<file path="config.mk">
export PLATFORM = sky130hd
export DESIGN_NAME = sct_config_timing
export DESIGN_NICKNAME = d
export VERILOG_FILES = /design/src/sct_pkg.sv /design/src/sct_start_detect.sv /design/src/sct_config_timing.sv
export VERILOG_INCLUDE_DIRS = /design/src
export SDC_FILE = /design/constraint.sdc
export NUM_CORES = 1
export LEC_CHECK = 0
export BUFFER_PORTS_ARGS = -buffer_cell sky130_fd_sc_hd__buf_2
export CAP_MARGIN = 20
export CORE_MARGIN = 2
export CORE_UTILIZATION = 30
export CTS_BUF_LIST = sky130_fd_sc_hd__clkbuf_4
export CTS_CLUSTER_DIAMETER = 150
export CTS_CLUSTER_SIZE = 14
export DETAILED_ROUTE_END_ITERATION = 10
export MAX_ROUTING_LAYER = met4
export PLACE_DENSITY_LB_ADDON = 0.1
export RECOVER_POWER = 100
export SLEW_MARGIN = 20
export SYNTH_ARGS = -nofsm -noshare
export SYNTH_HDL_FRONTEND = slang
export SYNTH_SLANG_ARGS = --single-unit
</file>
<file path="constraint.sdc">
create_clock -name i_clock -period 2.96 [get_ports i_clock]
set_input_delay 0.592 -clock i_clock [delete_from_list [all_inputs] [get_ports i_clock]]
set_output_delay 0.592 -clock i_clock [all_outputs]
set_load 0.05 [all_outputs]
</file>
<file path="src/sct_defines.svh">
`ifndef SCT_DEFINES_SVH
`define SCT_DEFINES_SVH

// register indices; byte address is four times the index
`define SCT_IDX_PORT1_CFG 8'hc1
`define SCT_IDX_TIMING 8'hc7
`define SCT_IDX_IRQ_STATUS 8'hd0
`define SCT_IDX_IRQ_MASK 8'hd1

// reset values
`define SCT_RST_PORT1_CFG 8'h00
`define SCT_RST_TIMING 8'h00
`define SCT_RST_IRQ 4'h0

// port1 configuration fields
`define SCT_CFG_ENABLE 7
`define SCT_CFG_INHIBIT 6
`define SCT_CFG_BUSY 5
`define SCT_CFG_EXTHOLD 4
`define SCT_CFG_LOW_TO 3
`define SCT_CFG_FREE_TO 2
`define SCT_CFG_SRC_HI 1
`define SCT_CFG_SRC_LO 0

// timing and pin control fields
`define SCT_TC_P1_SWAP 7
`define SCT_TC_P0_SWAP 6
`define SCT_TC_P1_WIN_HI 3
`define SCT_TC_P1_WIN_LO 2
`define SCT_TC_P0_WIN_HI 1
`define SCT_TC_P0_WIN_LO 0

// interrupt status bits
`define SCT_IRQ_P1_START 0
`define SCT_IRQ_P1_STOP 1
`define SCT_IRQ_P1_FREE 2
`define SCT_IRQ_P0_START 3

// timing counts in system clocks / bit-rate periods
`define SCT_HOLD_BASE 4'h1
`define SCT_HOLD_EXTRA_W1 4'h2
`define SCT_HOLD_EXTRA_W2 4'h4
`define SCT_HOLD_EXTRA_W3 4'h8
`define SCT_FREE_PERIODS 10

// axi responses
`define SCT_RESP_OKAY 2'b00
`define SCT_RESP_SLVERR 2'b10

`endif

</file>
<file path="src/sct_pkg.sv">
`include "sct_defines.svh"

package sct_pkg;

	// one-cycle line events from a start detector
	typedef struct packed {
		logic start;
		logic stop;
	} sct_line_event_s;

	// start detector state
	typedef struct packed {
		logic prev_data;
		logic prev_clock;
		logic armed;
		logic [3:0] count;
		sct_line_event_s evt;
	} sct_detect_s;

	// main block state
	typedef struct packed {
		logic [7:0] cfg;
		logic busy;
		logic [7:0] timing;
		logic [3:0] irq_status;
		logic [3:0] irq_mask;
		logic [3:0] sync1;
		logic [3:0] sync2;
		logic [3:0] free_count;
		logic bitrate_tick;
		logic bvalid;
		logic [1:0] bresp;
		logic rvalid;
		logic [1:0] rresp;
		logic [31:0] rdata;
	} sct_state_s;

	// least data-fall to clock-fall hold, in system clocks, per window code
	function automatic logic [3:0] hold_min(input logic [1:0] win);
		case (win)
			2'b01: hold_min = `SCT_HOLD_BASE + `SCT_HOLD_EXTRA_W1;
			2'b10: hold_min = `SCT_HOLD_BASE + `SCT_HOLD_EXTRA_W2;
			2'b11: hold_min = `SCT_HOLD_BASE + `SCT_HOLD_EXTRA_W3;
			default: hold_min = `SCT_HOLD_BASE;
		endcase
	endfunction : hold_min

endpackage : sct_pkg

</file>
<file path="src/sct_start_detect.sv">
`timescale 1ns/1ps
`default_nettype none

module sct_start_detect (
	// clock and reset
	input wire logic i_clock,
	input wire logic i_srst,
	// control
	input wire logic i_enable,
	input wire logic [1:0] i_window,
	// synchronised lines
	input wire logic i_data,
	input wire logic i_clock_line,
	// events
	output sct_pkg::sct_line_event_s o_event
);

	sct_pkg::sct_detect_s q;
	sct_pkg::sct_detect_s next_q;
	logic [3:0] need;

	assign need = sct_pkg::hold_min(i_window);
	assign o_event = q.evt;

	// edge tracking and hold counting
	always_comb begin
		next_q = q;
		next_q.evt = '0;
		next_q.prev_data = i_data;
		next_q.prev_clock = i_clock_line;
		if (!i_enable) begin
			next_q.armed = 1'b0;
			next_q.count = 4'h0;
		end else if (q.prev_data && !i_data && i_clock_line) begin
			next_q.armed = 1'b1;
			next_q.count = 4'h0;
		end else if (!q.prev_data && i_data && i_clock_line) begin
			next_q.armed = 1'b0;
			next_q.evt.stop = 1'b1;
		end else if (q.armed) begin
			if (q.prev_clock && !i_clock_line) begin
				// elapsed = count + 1; tested as count >= need - 1 so a
				// saturated count cannot wrap; need is at least 1
				next_q.evt.start = (q.count >= need - 4'h1);
				next_q.armed = 1'b0;
			end else if (q.count != 4'hf) begin
				next_q.count = q.count + 4'h1;
			end
		end
	end

	// state register
	always_ff @(posedge i_clock) begin
		if (i_srst) begin
			q <= '0;
			// idle bus is high; a zero here would fake a stop after reset
			q.prev_data <= 1'b1;
			q.prev_clock <= 1'b1;
		end else begin
			q <= next_q;
		end
	end

endmodule : sct_start_detect

`default_nettype wire

</file>
<file path="src/sct_config_timing.sv">
`timescale 1ns/1ps
`default_nettype none
`include "sct_defines.svh"

// Operation
// - enable bit activates port1 and makes it watch its data and clock lines
// - slave inhibit blocks slave interrupts; master interrupts still pass
// - busy set while a transfer runs, cleared by stop or bus-free timeout
// - extend bit picks normal (0) or extended (1) setup and hold timing
// - clock-low timeout: timer reloads while clock high, counts while low
// - split-mode timer: only its high byte reloads while clock high
// - bus free once clock and data high more than 10 source periods
// - source field: timer0, timer5, timer2 high byte, timer2 low byte
// - port1 swap: data low pin and clock high pin, reversed when 1
// - port0 swap: data low pin and clock high pin, reversed when 1
// - start window lengthens needed data-fall to clock-fall hold time
// - port1 window codes give 0-1, 2-3, 4-5, 8-9 system clocks
// - port0 window uses the same encoding as port1
// - default window: clock fall one clock after data fall is start
module sct_config_timing #(
	parameter int FREE_PERIODS = `SCT_FREE_PERIODS
) (
	// clock and reset
	input wire logic i_clock,
	input wire logic i_srst,
	// axi4-lite write address
	input wire logic i_axi_awvalid,
	output logic o_axi_awready,
	input wire logic [11:0] i_axi_awaddr,
	// axi4-lite write data
	input wire logic i_axi_wvalid,
	output logic o_axi_wready,
	input wire logic [31:0] i_axi_wdata,
	input wire logic [3:0] i_axi_wstrb,
	// axi4-lite write response
	output logic o_axi_bvalid,
	input wire logic i_axi_bready,
	output logic [1:0] o_axi_bresp,
	// axi4-lite read address
	input wire logic i_axi_arvalid,
	output logic o_axi_arready,
	input wire logic [11:0] i_axi_araddr,
	// axi4-lite read data
	output logic o_axi_rvalid,
	input wire logic i_axi_rready,
	output logic [31:0] o_axi_rdata,
	output logic [1:0] o_axi_rresp,
	// interrupt
	output logic o_irq,
	// port0 crossbar pins, open drain
	input wire logic i_port0_pin_lo,
	output logic o_port0_pin_lo,
	output logic o_port0_pin_lo_oe_n,
	input wire logic i_port0_pin_hi,
	output logic o_port0_pin_hi,
	output logic o_port0_pin_hi_oe_n,
	// port1 crossbar pins, open drain
	input wire logic i_port1_pin_lo,
	output logic o_port1_pin_lo,
	output logic o_port1_pin_lo_oe_n,
	input wire logic i_port1_pin_hi,
	output logic o_port1_pin_hi,
	output logic o_port1_pin_hi_oe_n,
	// port0 engine side
	input wire logic i_port0_enable,
	input wire logic i_port0_data_pull_low,
	input wire logic i_port0_clock_pull_low,
	output sct_pkg::sct_line_event_s o_port0_event,
	// port1 engine side
	input wire logic i_port1_data_pull_low,
	input wire logic i_port1_clock_pull_low,
	input wire logic i_port1_slave_event,
	input wire logic i_port1_master_event,
	output logic o_port1_enable,
	output logic o_port1_extended_hold,
	output logic o_port1_busy,
	output logic o_port1_bitrate_tick,
	output logic o_port1_slave_irq,
	output logic o_port1_master_irq,
	output sct_pkg::sct_line_event_s o_port1_event,
	// bit-rate overflow sources: t0, t5, t2 high, t2 low
	input wire logic [3:0] i_overflow,
	// clock-low timeout timer control
	input wire logic i_timer_split,
	output logic o_timer_reload_high,
	output logic o_timer_reload_low,
	output logic o_timer_count
);

	// free count must reach FREE_PERIODS + 1 within four bits
	if (FREE_PERIODS < 1 || FREE_PERIODS > 14) begin : g_check
		$error("FREE_PERIODS must lie in 1..14");
	end

	localparam logic [3:0] FREE_LIMIT = 4'(FREE_PERIODS);

	sct_pkg::sct_state_s q;
	sct_pkg::sct_state_s next_q;

	logic p0_data;
	logic p0_clock;
	logic p1_data;
	logic p1_clock;
	logic p1_en;
	logic wr_fire;
	logic rd_fire;
	logic [7:0] wr_idx;
	logic [7:0] rd_idx;
	logic wr_ok;
	logic rd_ok;
	logic [3:0] events;
	logic [3:0] w1c;
	logic free_evt;
	logic [7:0] cfg_view;
	sct_pkg::sct_line_event_s p0_evt;
	sct_pkg::sct_line_event_s p1_evt;

	// register index from a byte address; valid only if word aligned
	function automatic logic [7:0] reg_index(input logic [11:0] addr);
		reg_index = addr[9:2];
	endfunction : reg_index

	function automatic logic reg_mapped(input logic [11:0] addr);
		logic [7:0] idx;
		idx = addr[9:2];
		reg_mapped = (addr[1:0] == 2'b00) && (addr[11:10] == 2'b00) &&
			(idx == `SCT_IDX_PORT1_CFG || idx == `SCT_IDX_TIMING ||
			idx == `SCT_IDX_IRQ_STATUS || idx == `SCT_IDX_IRQ_MASK);
	endfunction : reg_mapped

	// pin order through the crossbar
	assign p0_data = q.timing[`SCT_TC_P0_SWAP] ? q.sync2[1] : q.sync2[0];
	assign p0_clock = q.timing[`SCT_TC_P0_SWAP] ? q.sync2[0] : q.sync2[1];
	assign p1_data = q.timing[`SCT_TC_P1_SWAP] ? q.sync2[3] : q.sync2[2];
	assign p1_clock = q.timing[`SCT_TC_P1_SWAP] ? q.sync2[2] : q.sync2[3];
	assign p1_en = q.cfg[`SCT_CFG_ENABLE];

	// pin drivers: always drive low, enable low means driving
	assign o_port0_pin_lo = 1'b0;
	assign o_port0_pin_hi = 1'b0;
	assign o_port1_pin_lo = 1'b0;
	assign o_port1_pin_hi = 1'b0;
	assign o_port0_pin_lo_oe_n = !(i_port0_enable && (q.timing[`SCT_TC_P0_SWAP] ?
		i_port0_clock_pull_low : i_port0_data_pull_low));
	assign o_port0_pin_hi_oe_n = !(i_port0_enable && (q.timing[`SCT_TC_P0_SWAP] ?
		i_port0_data_pull_low : i_port0_clock_pull_low));
	assign o_port1_pin_lo_oe_n = !(p1_en && (q.timing[`SCT_TC_P1_SWAP] ?
		i_port1_clock_pull_low : i_port1_data_pull_low));
	assign o_port1_pin_hi_oe_n = !(p1_en && (q.timing[`SCT_TC_P1_SWAP] ?
		i_port1_data_pull_low : i_port1_clock_pull_low));

	// start and stop detection, one per port
	sct_start_detect u_detect0 (
		.i_clock(i_clock),
		.i_srst(i_srst),
		.i_enable(i_port0_enable),
		.i_window(q.timing[`SCT_TC_P0_WIN_HI:`SCT_TC_P0_WIN_LO]),
		.i_data(p0_data),
		.i_clock_line(p0_clock),
		.o_event(p0_evt)
	);

	sct_start_detect u_detect1 (
		.i_clock(i_clock),
		.i_srst(i_srst),
		.i_enable(p1_en),
		.i_window(q.timing[`SCT_TC_P1_WIN_HI:`SCT_TC_P1_WIN_LO]),
		.i_data(p1_data),
		.i_clock_line(p1_clock),
		.o_event(p1_evt)
	);

	assign o_port0_event = p0_evt;
	assign o_port1_event = p1_evt;

	// port1 status and steering outputs
	assign o_port1_enable = p1_en;
	assign o_port1_extended_hold = q.cfg[`SCT_CFG_EXTHOLD];
	assign o_port1_busy = q.busy;
	assign o_port1_bitrate_tick = q.bitrate_tick;

	// slave events vanish under inhibit; master events pass whenever port1 is enabled
	assign o_port1_slave_irq = p1_en && i_port1_slave_event &&
		!q.cfg[`SCT_CFG_INHIBIT];
	assign o_port1_master_irq = p1_en && i_port1_master_event;

	// clock-low timeout timer: reload while high, count while low
	assign o_timer_reload_high = p1_en && q.cfg[`SCT_CFG_LOW_TO] &&
		p1_clock;
	assign o_timer_reload_low = p1_en && q.cfg[`SCT_CFG_LOW_TO] &&
		p1_clock && !i_timer_split;
	assign o_timer_count = p1_en && q.cfg[`SCT_CFG_LOW_TO] && !p1_clock;

	// free timeout fires on the period after the tenth full one
	assign free_evt = p1_en && q.cfg[`SCT_CFG_FREE_TO] && p1_data &&
		p1_clock && q.bitrate_tick && (q.free_count == FREE_LIMIT);

	// sticky interrupt sources
	always_comb begin
		events = 4'h0;
		events[`SCT_IRQ_P1_START] = p1_evt.start;
		events[`SCT_IRQ_P1_STOP] = p1_evt.stop;
		events[`SCT_IRQ_P1_FREE] = free_evt;
		events[`SCT_IRQ_P0_START] = p0_evt.start;
	end

	// axi handshakes: address and data are taken together
	assign wr_fire = i_axi_awvalid && i_axi_wvalid && !q.bvalid;
	assign rd_fire = i_axi_arvalid && !q.rvalid;
	assign o_axi_awready = wr_fire;
	assign o_axi_wready = wr_fire;
	assign o_axi_arready = rd_fire;
	assign o_axi_bvalid = q.bvalid;
	assign o_axi_bresp = q.bresp;
	assign o_axi_rvalid = q.rvalid;
	assign o_axi_rresp = q.rresp;
	assign o_axi_rdata = q.rdata;
	assign o_irq = |(q.irq_status & q.irq_mask);

	assign wr_idx = reg_index(i_axi_awaddr);
	assign rd_idx = reg_index(i_axi_araddr);
	assign wr_ok = reg_mapped(i_axi_awaddr);
	assign rd_ok = reg_mapped(i_axi_araddr);
	assign w1c = (wr_fire && wr_ok && i_axi_wstrb[0] &&
		wr_idx == `SCT_IDX_IRQ_STATUS) ? i_axi_wdata[3:0] : 4'h0;

	// busy reads back live; its stored bit is always written as zero
	always_comb begin
		cfg_view = q.cfg;
		cfg_view[`SCT_CFG_BUSY] = q.busy;
	end

	// next state
	always_comb begin
		next_q = q;
		// two flip-flops on every pin before use
		next_q.sync1 = {i_port1_pin_hi, i_port1_pin_lo,
			i_port0_pin_hi, i_port0_pin_lo};
		next_q.sync2 = q.sync1;

		// selected overflow becomes the bit-rate tick
		next_q.bitrate_tick = p1_en &&
			i_overflow[q.cfg[`SCT_CFG_SRC_HI:`SCT_CFG_SRC_LO]];

		// idle-high period counter, restarts when either line drops
		if (!(p1_en && q.cfg[`SCT_CFG_FREE_TO] && p1_data && p1_clock)) begin
			next_q.free_count = 4'h0;
		end else if (q.bitrate_tick && q.free_count != FREE_LIMIT + 4'h1) begin
			next_q.free_count = q.free_count + 4'h1;
		end

		// busy: a start sets it, stop or free timeout clears it
		if (!p1_en) begin
			next_q.busy = 1'b0;
		end else if (p1_evt.start) begin
			next_q.busy = 1'b1;
		end else if (p1_evt.stop || free_evt) begin
			next_q.busy = 1'b0;
		end

		// set wins over a write-one clear in the same cycle
		next_q.irq_status = (q.irq_status & ~w1c) | events;

		// write channel
		if (q.bvalid && i_axi_bready) begin
			next_q.bvalid = 1'b0;
		end
		if (wr_fire) begin
			next_q.bvalid = 1'b1;
			next_q.bresp = wr_ok ? `SCT_RESP_OKAY : `SCT_RESP_SLVERR;
			if (wr_ok && i_axi_wstrb[0]) begin
				case (wr_idx)
					`SCT_IDX_PORT1_CFG: begin
						next_q.cfg = i_axi_wdata[7:0];
						next_q.cfg[`SCT_CFG_BUSY] = 1'b0;
						// disabling drops busy on the same edge
						if (!i_axi_wdata[`SCT_CFG_ENABLE]) begin
							next_q.busy = 1'b0;
						end
					end
					`SCT_IDX_TIMING: begin
						next_q.timing = i_axi_wdata[7:0];
					end
					`SCT_IDX_IRQ_MASK: begin
						next_q.irq_mask = i_axi_wdata[3:0];
					end
					default: begin
						next_q.cfg = q.cfg;
					end
				endcase
			end
		end

		// read channel
		if (q.rvalid && i_axi_rready) begin
			next_q.rvalid = 1'b0;
		end
		if (rd_fire) begin
			next_q.rvalid = 1'b1;
			next_q.rresp = rd_ok ? `SCT_RESP_OKAY : `SCT_RESP_SLVERR;
			next_q.rdata = 32'h0000_0000;
			if (rd_ok) begin
				case (rd_idx)
					`SCT_IDX_PORT1_CFG: begin
						next_q.rdata[7:0] = cfg_view;
					end
					`SCT_IDX_TIMING: begin
						next_q.rdata[7:0] = q.timing;
					end
					`SCT_IDX_IRQ_STATUS: begin
						next_q.rdata[3:0] = q.irq_status;
					end
					`SCT_IDX_IRQ_MASK: begin
						next_q.rdata[3:0] = q.irq_mask;
					end
					default: begin
						next_q.rdata = 32'h0000_0000;
					end
				endcase
			end
		end
	end

	// state register; everything clears to zero except the pin synchronisers, which load all ones
	always_ff @(posedge i_clock) begin
		if (i_srst) begin
			q <= '0;
			q.cfg <= `SCT_RST_PORT1_CFG;
			q.timing <= `SCT_RST_TIMING;
			q.irq_status <= `SCT_RST_IRQ;
			q.irq_mask <= `SCT_RST_IRQ;
			q.sync1 <= 4'hf;
			q.sync2 <= 4'hf;
		end else begin
			q <= next_q;
		end
	end

endmodule : sct_config_timing

`default_nettype wire

</file>
# Word level (Yosys, flattened, before mapping)
# Cells that the tools add are included.
dict set report op_classes {
  n_mul 0
  add_sub_neg 5
  mux 48
  n_eq_ne 18
  n_reduce_logical 81
  n_lt_le_gt_ge 3
  div 0
  n_shift 0
  n_bitwise 13
}
# cell n
set ops {}
lappend ops {{8-bit equality test (second input constant)} 8}
lappend ops {{1-bit logical AND} 41}
lappend ops {{35-bit 2-to-1 mux} 1}
lappend ops {{1-bit 2-to-1 mux} 24}
lappend ops {{4-bit one-hot mux with 3 select lines} 2}
lappend ops {{4-bit 2-to-1 mux} 5}
lappend ops {{5-bit 2-to-1 mux} 4}
lappend ops {{9-bit 2-to-1 mux} 2}
lappend ops {{8-bit 2-to-1 mux} 2}
lappend ops {{4-bit one-hot mux with 4 select lines} 1}
lappend ops {{1-bit zero test} 14}
lappend ops {{4-bit by 1-bit adder with 4-bit output (second input constant)} 3}
lappend ops {{6-bit 2-to-1 mux} 2}
lappend ops {{4-bit inequality test (second input constant)} 3}
lappend ops {{6-bit OR reduction} 2}
lappend ops {{1-bit inverter} 9}
lappend ops {{3-bit AND reduction} 3}
lappend ops {{4-bit AND} 2}
lappend ops {{2-bit equality test (second input constant)} 4}
lappend ops {{4-bit >= comparator} 2}
lappend ops {{2-bit zero test} 4}
lappend ops {{4-bit one-hot mux with 2 select lines} 1}
lappend ops {{4-bit AND reduction} 2}
lappend ops {{4-bit by 1-bit subtractor with 4-bit output (second input constant)} 2}
lappend ops {{other kinds (13)} 25}
dict set report word_totals {
  input_bits 83
  ff_bits 93
  ramBits 0
  mem_bits_ro 0
  latch_bits 0
  wordCells 194
  out_inout_bits 63
  memories 0
}

# Depth between registers and ports, before layout
dict set report logic_depth {
  depth_word 13
  depth_mapped 6
  ltp_nobuf 6
}

# Modules after synthesis
# Synthesis repeated with hierarchy kept, for this count alone.
dict set report unflattened {
  hier_cells 401
  hier_area_um2 3658.5
}
# module instances cells_each seq_area_each_um2 area_each_um2
set modules_own_cells {}
lappend modules_own_cells {sct_config_timing 1 293 980.9 2630.0}
lappend modules_own_cells {sct_start_detect 2 54 180.2 514.2}

# Worst setup path after synthesis
# OpenSTA, ideal clock, no wires.
dict set report synth_timing {
  path_kind {flip-flop to output port}
  from {reg q, in the netlist o_port1_enable}
  to {out o_timer_reload_low}
  t_required_ns 2.368
  path_stages_with_launch 3
  arrival_time_ns 1.956
  path_buffers 0
  path_slack_ns 0.412
  path_cell_list {dfxtp_1 > nand2_1 > nor3_1}
}
dict set report synth_between {
  elab_chain_len 3
}
# item line
set synth_rtl {}
lappend synth_rtl {{start, declared} sct_config_timing.sv:97} ;# sct_pkg::sct_state_s q;
lappend synth_rtl {{start signal, assigned} sct_config_timing.sv:335} ;# q <= next_q;
lappend synth_rtl {{1-bit logical AND (3 in series)} sct_config_timing.sv:190} ;# assign o_timer_reload_low = p1_en && q.cfg[`SCT_CFG_LOW_TO] &&
lappend synth_rtl {{end, declared} sct_config_timing.sv:86} ;# output logic o_timer_reload_low,
# No other way between the ends.

# Worst setup path in the final report
dict set report layout_timing {
  from {reg q[66] (netlist name)}
  to {out o_timer_count}
}
dict set report layout_between {
  elab_chain_len 3
}
# item line
set layout_rtl {}
lappend layout_rtl {{1-bit 2-to-1 mux} sct_config_timing.sv:135} ;# assign p1_clock = q.timing[`SCT_TC_P1_SWAP] ? q.sync2[2] : q.sync2[3];
lappend layout_rtl {{1-bit zero test} sct_config_timing.sv:192} ;# assign o_timer_count = p1_en && q.cfg[`SCT_CFG_LOW_TO] && !p1_clock;
lappend layout_rtl {{1-bit logical AND} sct_config_timing.sv:192}
lappend layout_rtl {{end, declared} sct_config_timing.sv:87} ;# output logic o_timer_count
# No other way between the ends.

==> metrics.yaml <==
floorplan:
  die_y_um: 114.0
  initial_core_util_pct: 30.49
  die-area_um2: 13000
  num_rows: 40
  die_x_um: 114.0
  core_um2: 11910
  io_pins: 146
global_routing:
  grt_start_max_net_pins: 40
  grt_usage_pct: 14.11
  grt_pass1_vias: 2755
  antenna_found_initial: 0
  grt_pass1_wl_um: 13660
  overflow: 0
worst_setup_path:
  crit_path_start_kind: "register"
  critPathSlowestCell: "dfxtp_1"
  cp_data_required_time_ns: 2.37
  worstSetupPathType: "reg2out"
  crit_arrival_ns: 2.02
  cpPeakStageDelay_ns: 0.57
  r2r_start: "o_axi_bvalid$_SDFFE_PP0P_"
  startpoint: "q[66]$_SDFFE_PP0P_"
  critPathMaxFanout: 9
  path_cells: "mux2_2 > nor2_1 > clkbuf_1"
  endpoint_kind: "primary output"
route:
  viasPerCell: 4.654
  antenna_left: 0
  firstDrtPassIters: 4
  wl_per_cell_um: 13.87
  drt_iter0_drc: 99
  drc: 0
  vias: 2904
  wirelength_um: 8654
timing:
  rsz0062_at_grt: "no"
  tightest_slew_ns: 1.472
  fin_tns_setup_ns: 0
  min_period_over_period_pct: 88.08
  fmax_mhz: 383.6
  finClkSkew_ns: 0.01952
  setup_viol: 0
  slew_headroom_pct: 1.859
  slew_violations: 0
  finalCriticalPeriod_ns: 2.607
  hold_viol_final: 0
  fin_ws_ns: 0.3529
placement:
  dp_cells: 608
  gp_congestion: 0.8043
  hpwl_um: 6573
  dp_slack_ns: 0.4779
  io_buffers: 88
clock_network:
  holdBufCountCts: 0
  cts.sinks: 67
  clockBufferDepth: 2
  root_buffer: "clkbuf_4"
  clk_latency_ns: 0.43
  cts_buffers: 9
  h-tree-depth: 3
  postCtsSetupBuffers: 0
  cts.clk_slew.worst_paths_ns: 0.13
  post_cts_resized: 0
  cts_tree: "yes"
power:
  peakVddDrop_mv: 0.1973
  leakagePower_nw: 1.708
  p_per_area_nw_per_um2: 489.6
layout:
  fin_cells: 624
  area_growth_pct: 13.54
  drive_gt1_share_pct: 18.87
  diodes: 0
  fillers: 1312
  finalNetCount: 565
min_path:
  hp-class: "in2reg"
  min_from: "i_port0_pin_lo"
yosys:
  yosysSeqAreaShare_pct: 36.93
  synth_top_area_cell: "dfxtp_1"
  ys_ff_latch: 67
  yosys_warnings: 0
  synth_ff_type: "dfxtp_1"
  syn_area_per_cell_um2: 9.058
  ys_async_sr_fraction_pct: 0
  synth_most_common_cell: "dfxtp_1"
  syn_inst: 401
  ys_top_cells_by_area: "dfxtp_1, buf_4, mux2i_1, nand2b_1, ha_1"
  synth_edf_count: 0
  synth_top_area_share_pct: 36.93
  synth.cell_area_um2: 3632
  synth_common_cells: "dfxtp_1, buf_4, nand2b_1, mux2i_1, nor2_1"
  ys_types: 51
job:
  drv_cap: 0
outcome:
  status: "finished, final reports clean"
[critical path: cells and delay by family, from the launching register on]
family	cells	cell delay, ns
flops	1	0.57
mux	1	0.42
simple gates	1	0.10
buf+inv	1	0.49
[flip-flops by register name (all words and copies together), names as in the netlist]
signal and cells:
o_axi_rdata 8, u_detect1.q 7, o_axi_bresp 1, q 24, o_port1_extended_hold 1, u_detect0.q 7, next_q 4, u_detect0.o_event 2
o_axi_bvalid 1, o_port1_enable 1, cfg_view 5, o_axi_rresp 1, o_port1_busy 1, o_axi_rvalid 1, o_port1_bitrate_tick 1, u_detect1.o_event 2
[kinds of logic (layout without fill, tap and decap cells)]
family / after synthesis / after routing / share of synthesized area (%)
AOI/OAI and AO/OA: 62 / 62 / 12.23
xor gates and xnor gates: 5 / 5 / 1.206
adders and majority gates: 10 / 10 / 3.445
buffers and inverters: 76 / 123 / 13.09
DFF: 67 / 67 / 36.93
muxes: 35 / 35 / 10.20
other: 1 / 30 / 0.1032
and+or+nand+nor: 145 / 145 / 22.80
[power by group]
part           total (W)  internal (W)  switching [W]
clock           0.000859      0.000511       0.000349
sequential      0.000920      0.000912     0.00000821
combinational   0.000239     0.0000617       0.000178
[final cells by class]
type	count	area (µm²)	share of cell area [%]
inverter	17	63.81	1.547
clock buffer	9	67.56	1.638
clock inverter	7	140.1	3.398
sequential	67	1341	32.52
timing repair buffer	90	409.1	9.921
tap	147	183.9	4.460
multi-input combinational	287	1918	46.51
[stage by stage]
stage | util (%) | hold slack [ns] | power (W) | instance area [µm²]
floorplan | - | 0.3895 | 0.001153 | 3741
global placement | 33.32 | 0.3923 | 0.001183 | 3969
detailed placement | 33.32 | 0.3954 | 0.001185 | 3969
CTS | 35.06 | 0.3100 | 0.002059 | 4177
global route | 34.62 | 0.3116 | 0.002110 | 4124
finish | 34.62 | 0.3493 | 0.002019 | 4124
[path summary, 6_finish.rpt]
kind | to | slack, ns | cells after the start
worst max-delay path | o_timer_count | 0.35 | 3
worst min register to register | q[44]$_SDFF_PP1_ | 0.42 | 1
worst max register to register | o_port1_busy$_SDFF_PP0_ | 0.82 | 4
worst min-delay path | next_q[43]$_SDFF_PP1_ | 0.35 | 2
[cells in the final DEF (no fill, tap or decap), drive strengths merged, types with 3 or more instances in the layout]
cell	netlist	layout
a311oi	4	4
a21oi	13	13
nor2b	6	6
nand4	3	3
xor2	4	4
a22o	8	8
o21ai	7	7
nand3b	3	3
inv	17	17
nor3	6	6
ha	10	10
nand3	8	8
clkbuf	9	44
or3	5	5
dfxtp	67	67
and2	3	3
bufinv	0	4
mux2	6	6
a221oi	4	4
a211oi	10	10
nand2	23	23
conb	1	30
or2	10	10
buf	50	55
nor2	25	25
mux2i	28	28
nand2b	40	40
[metal layers]
layer / up-vias / track usage, % / wire [µm]
li1: 1472 / - / -
met1: 1348 / 16.67 / 3947
met2: 72 / 22.82 / 4054
met3: 12 / 4.198 / 508
met4: 0 / 5.122 / 143
met5: - / - / 0
Note: power is estimated with default switching activity, not from simulation.
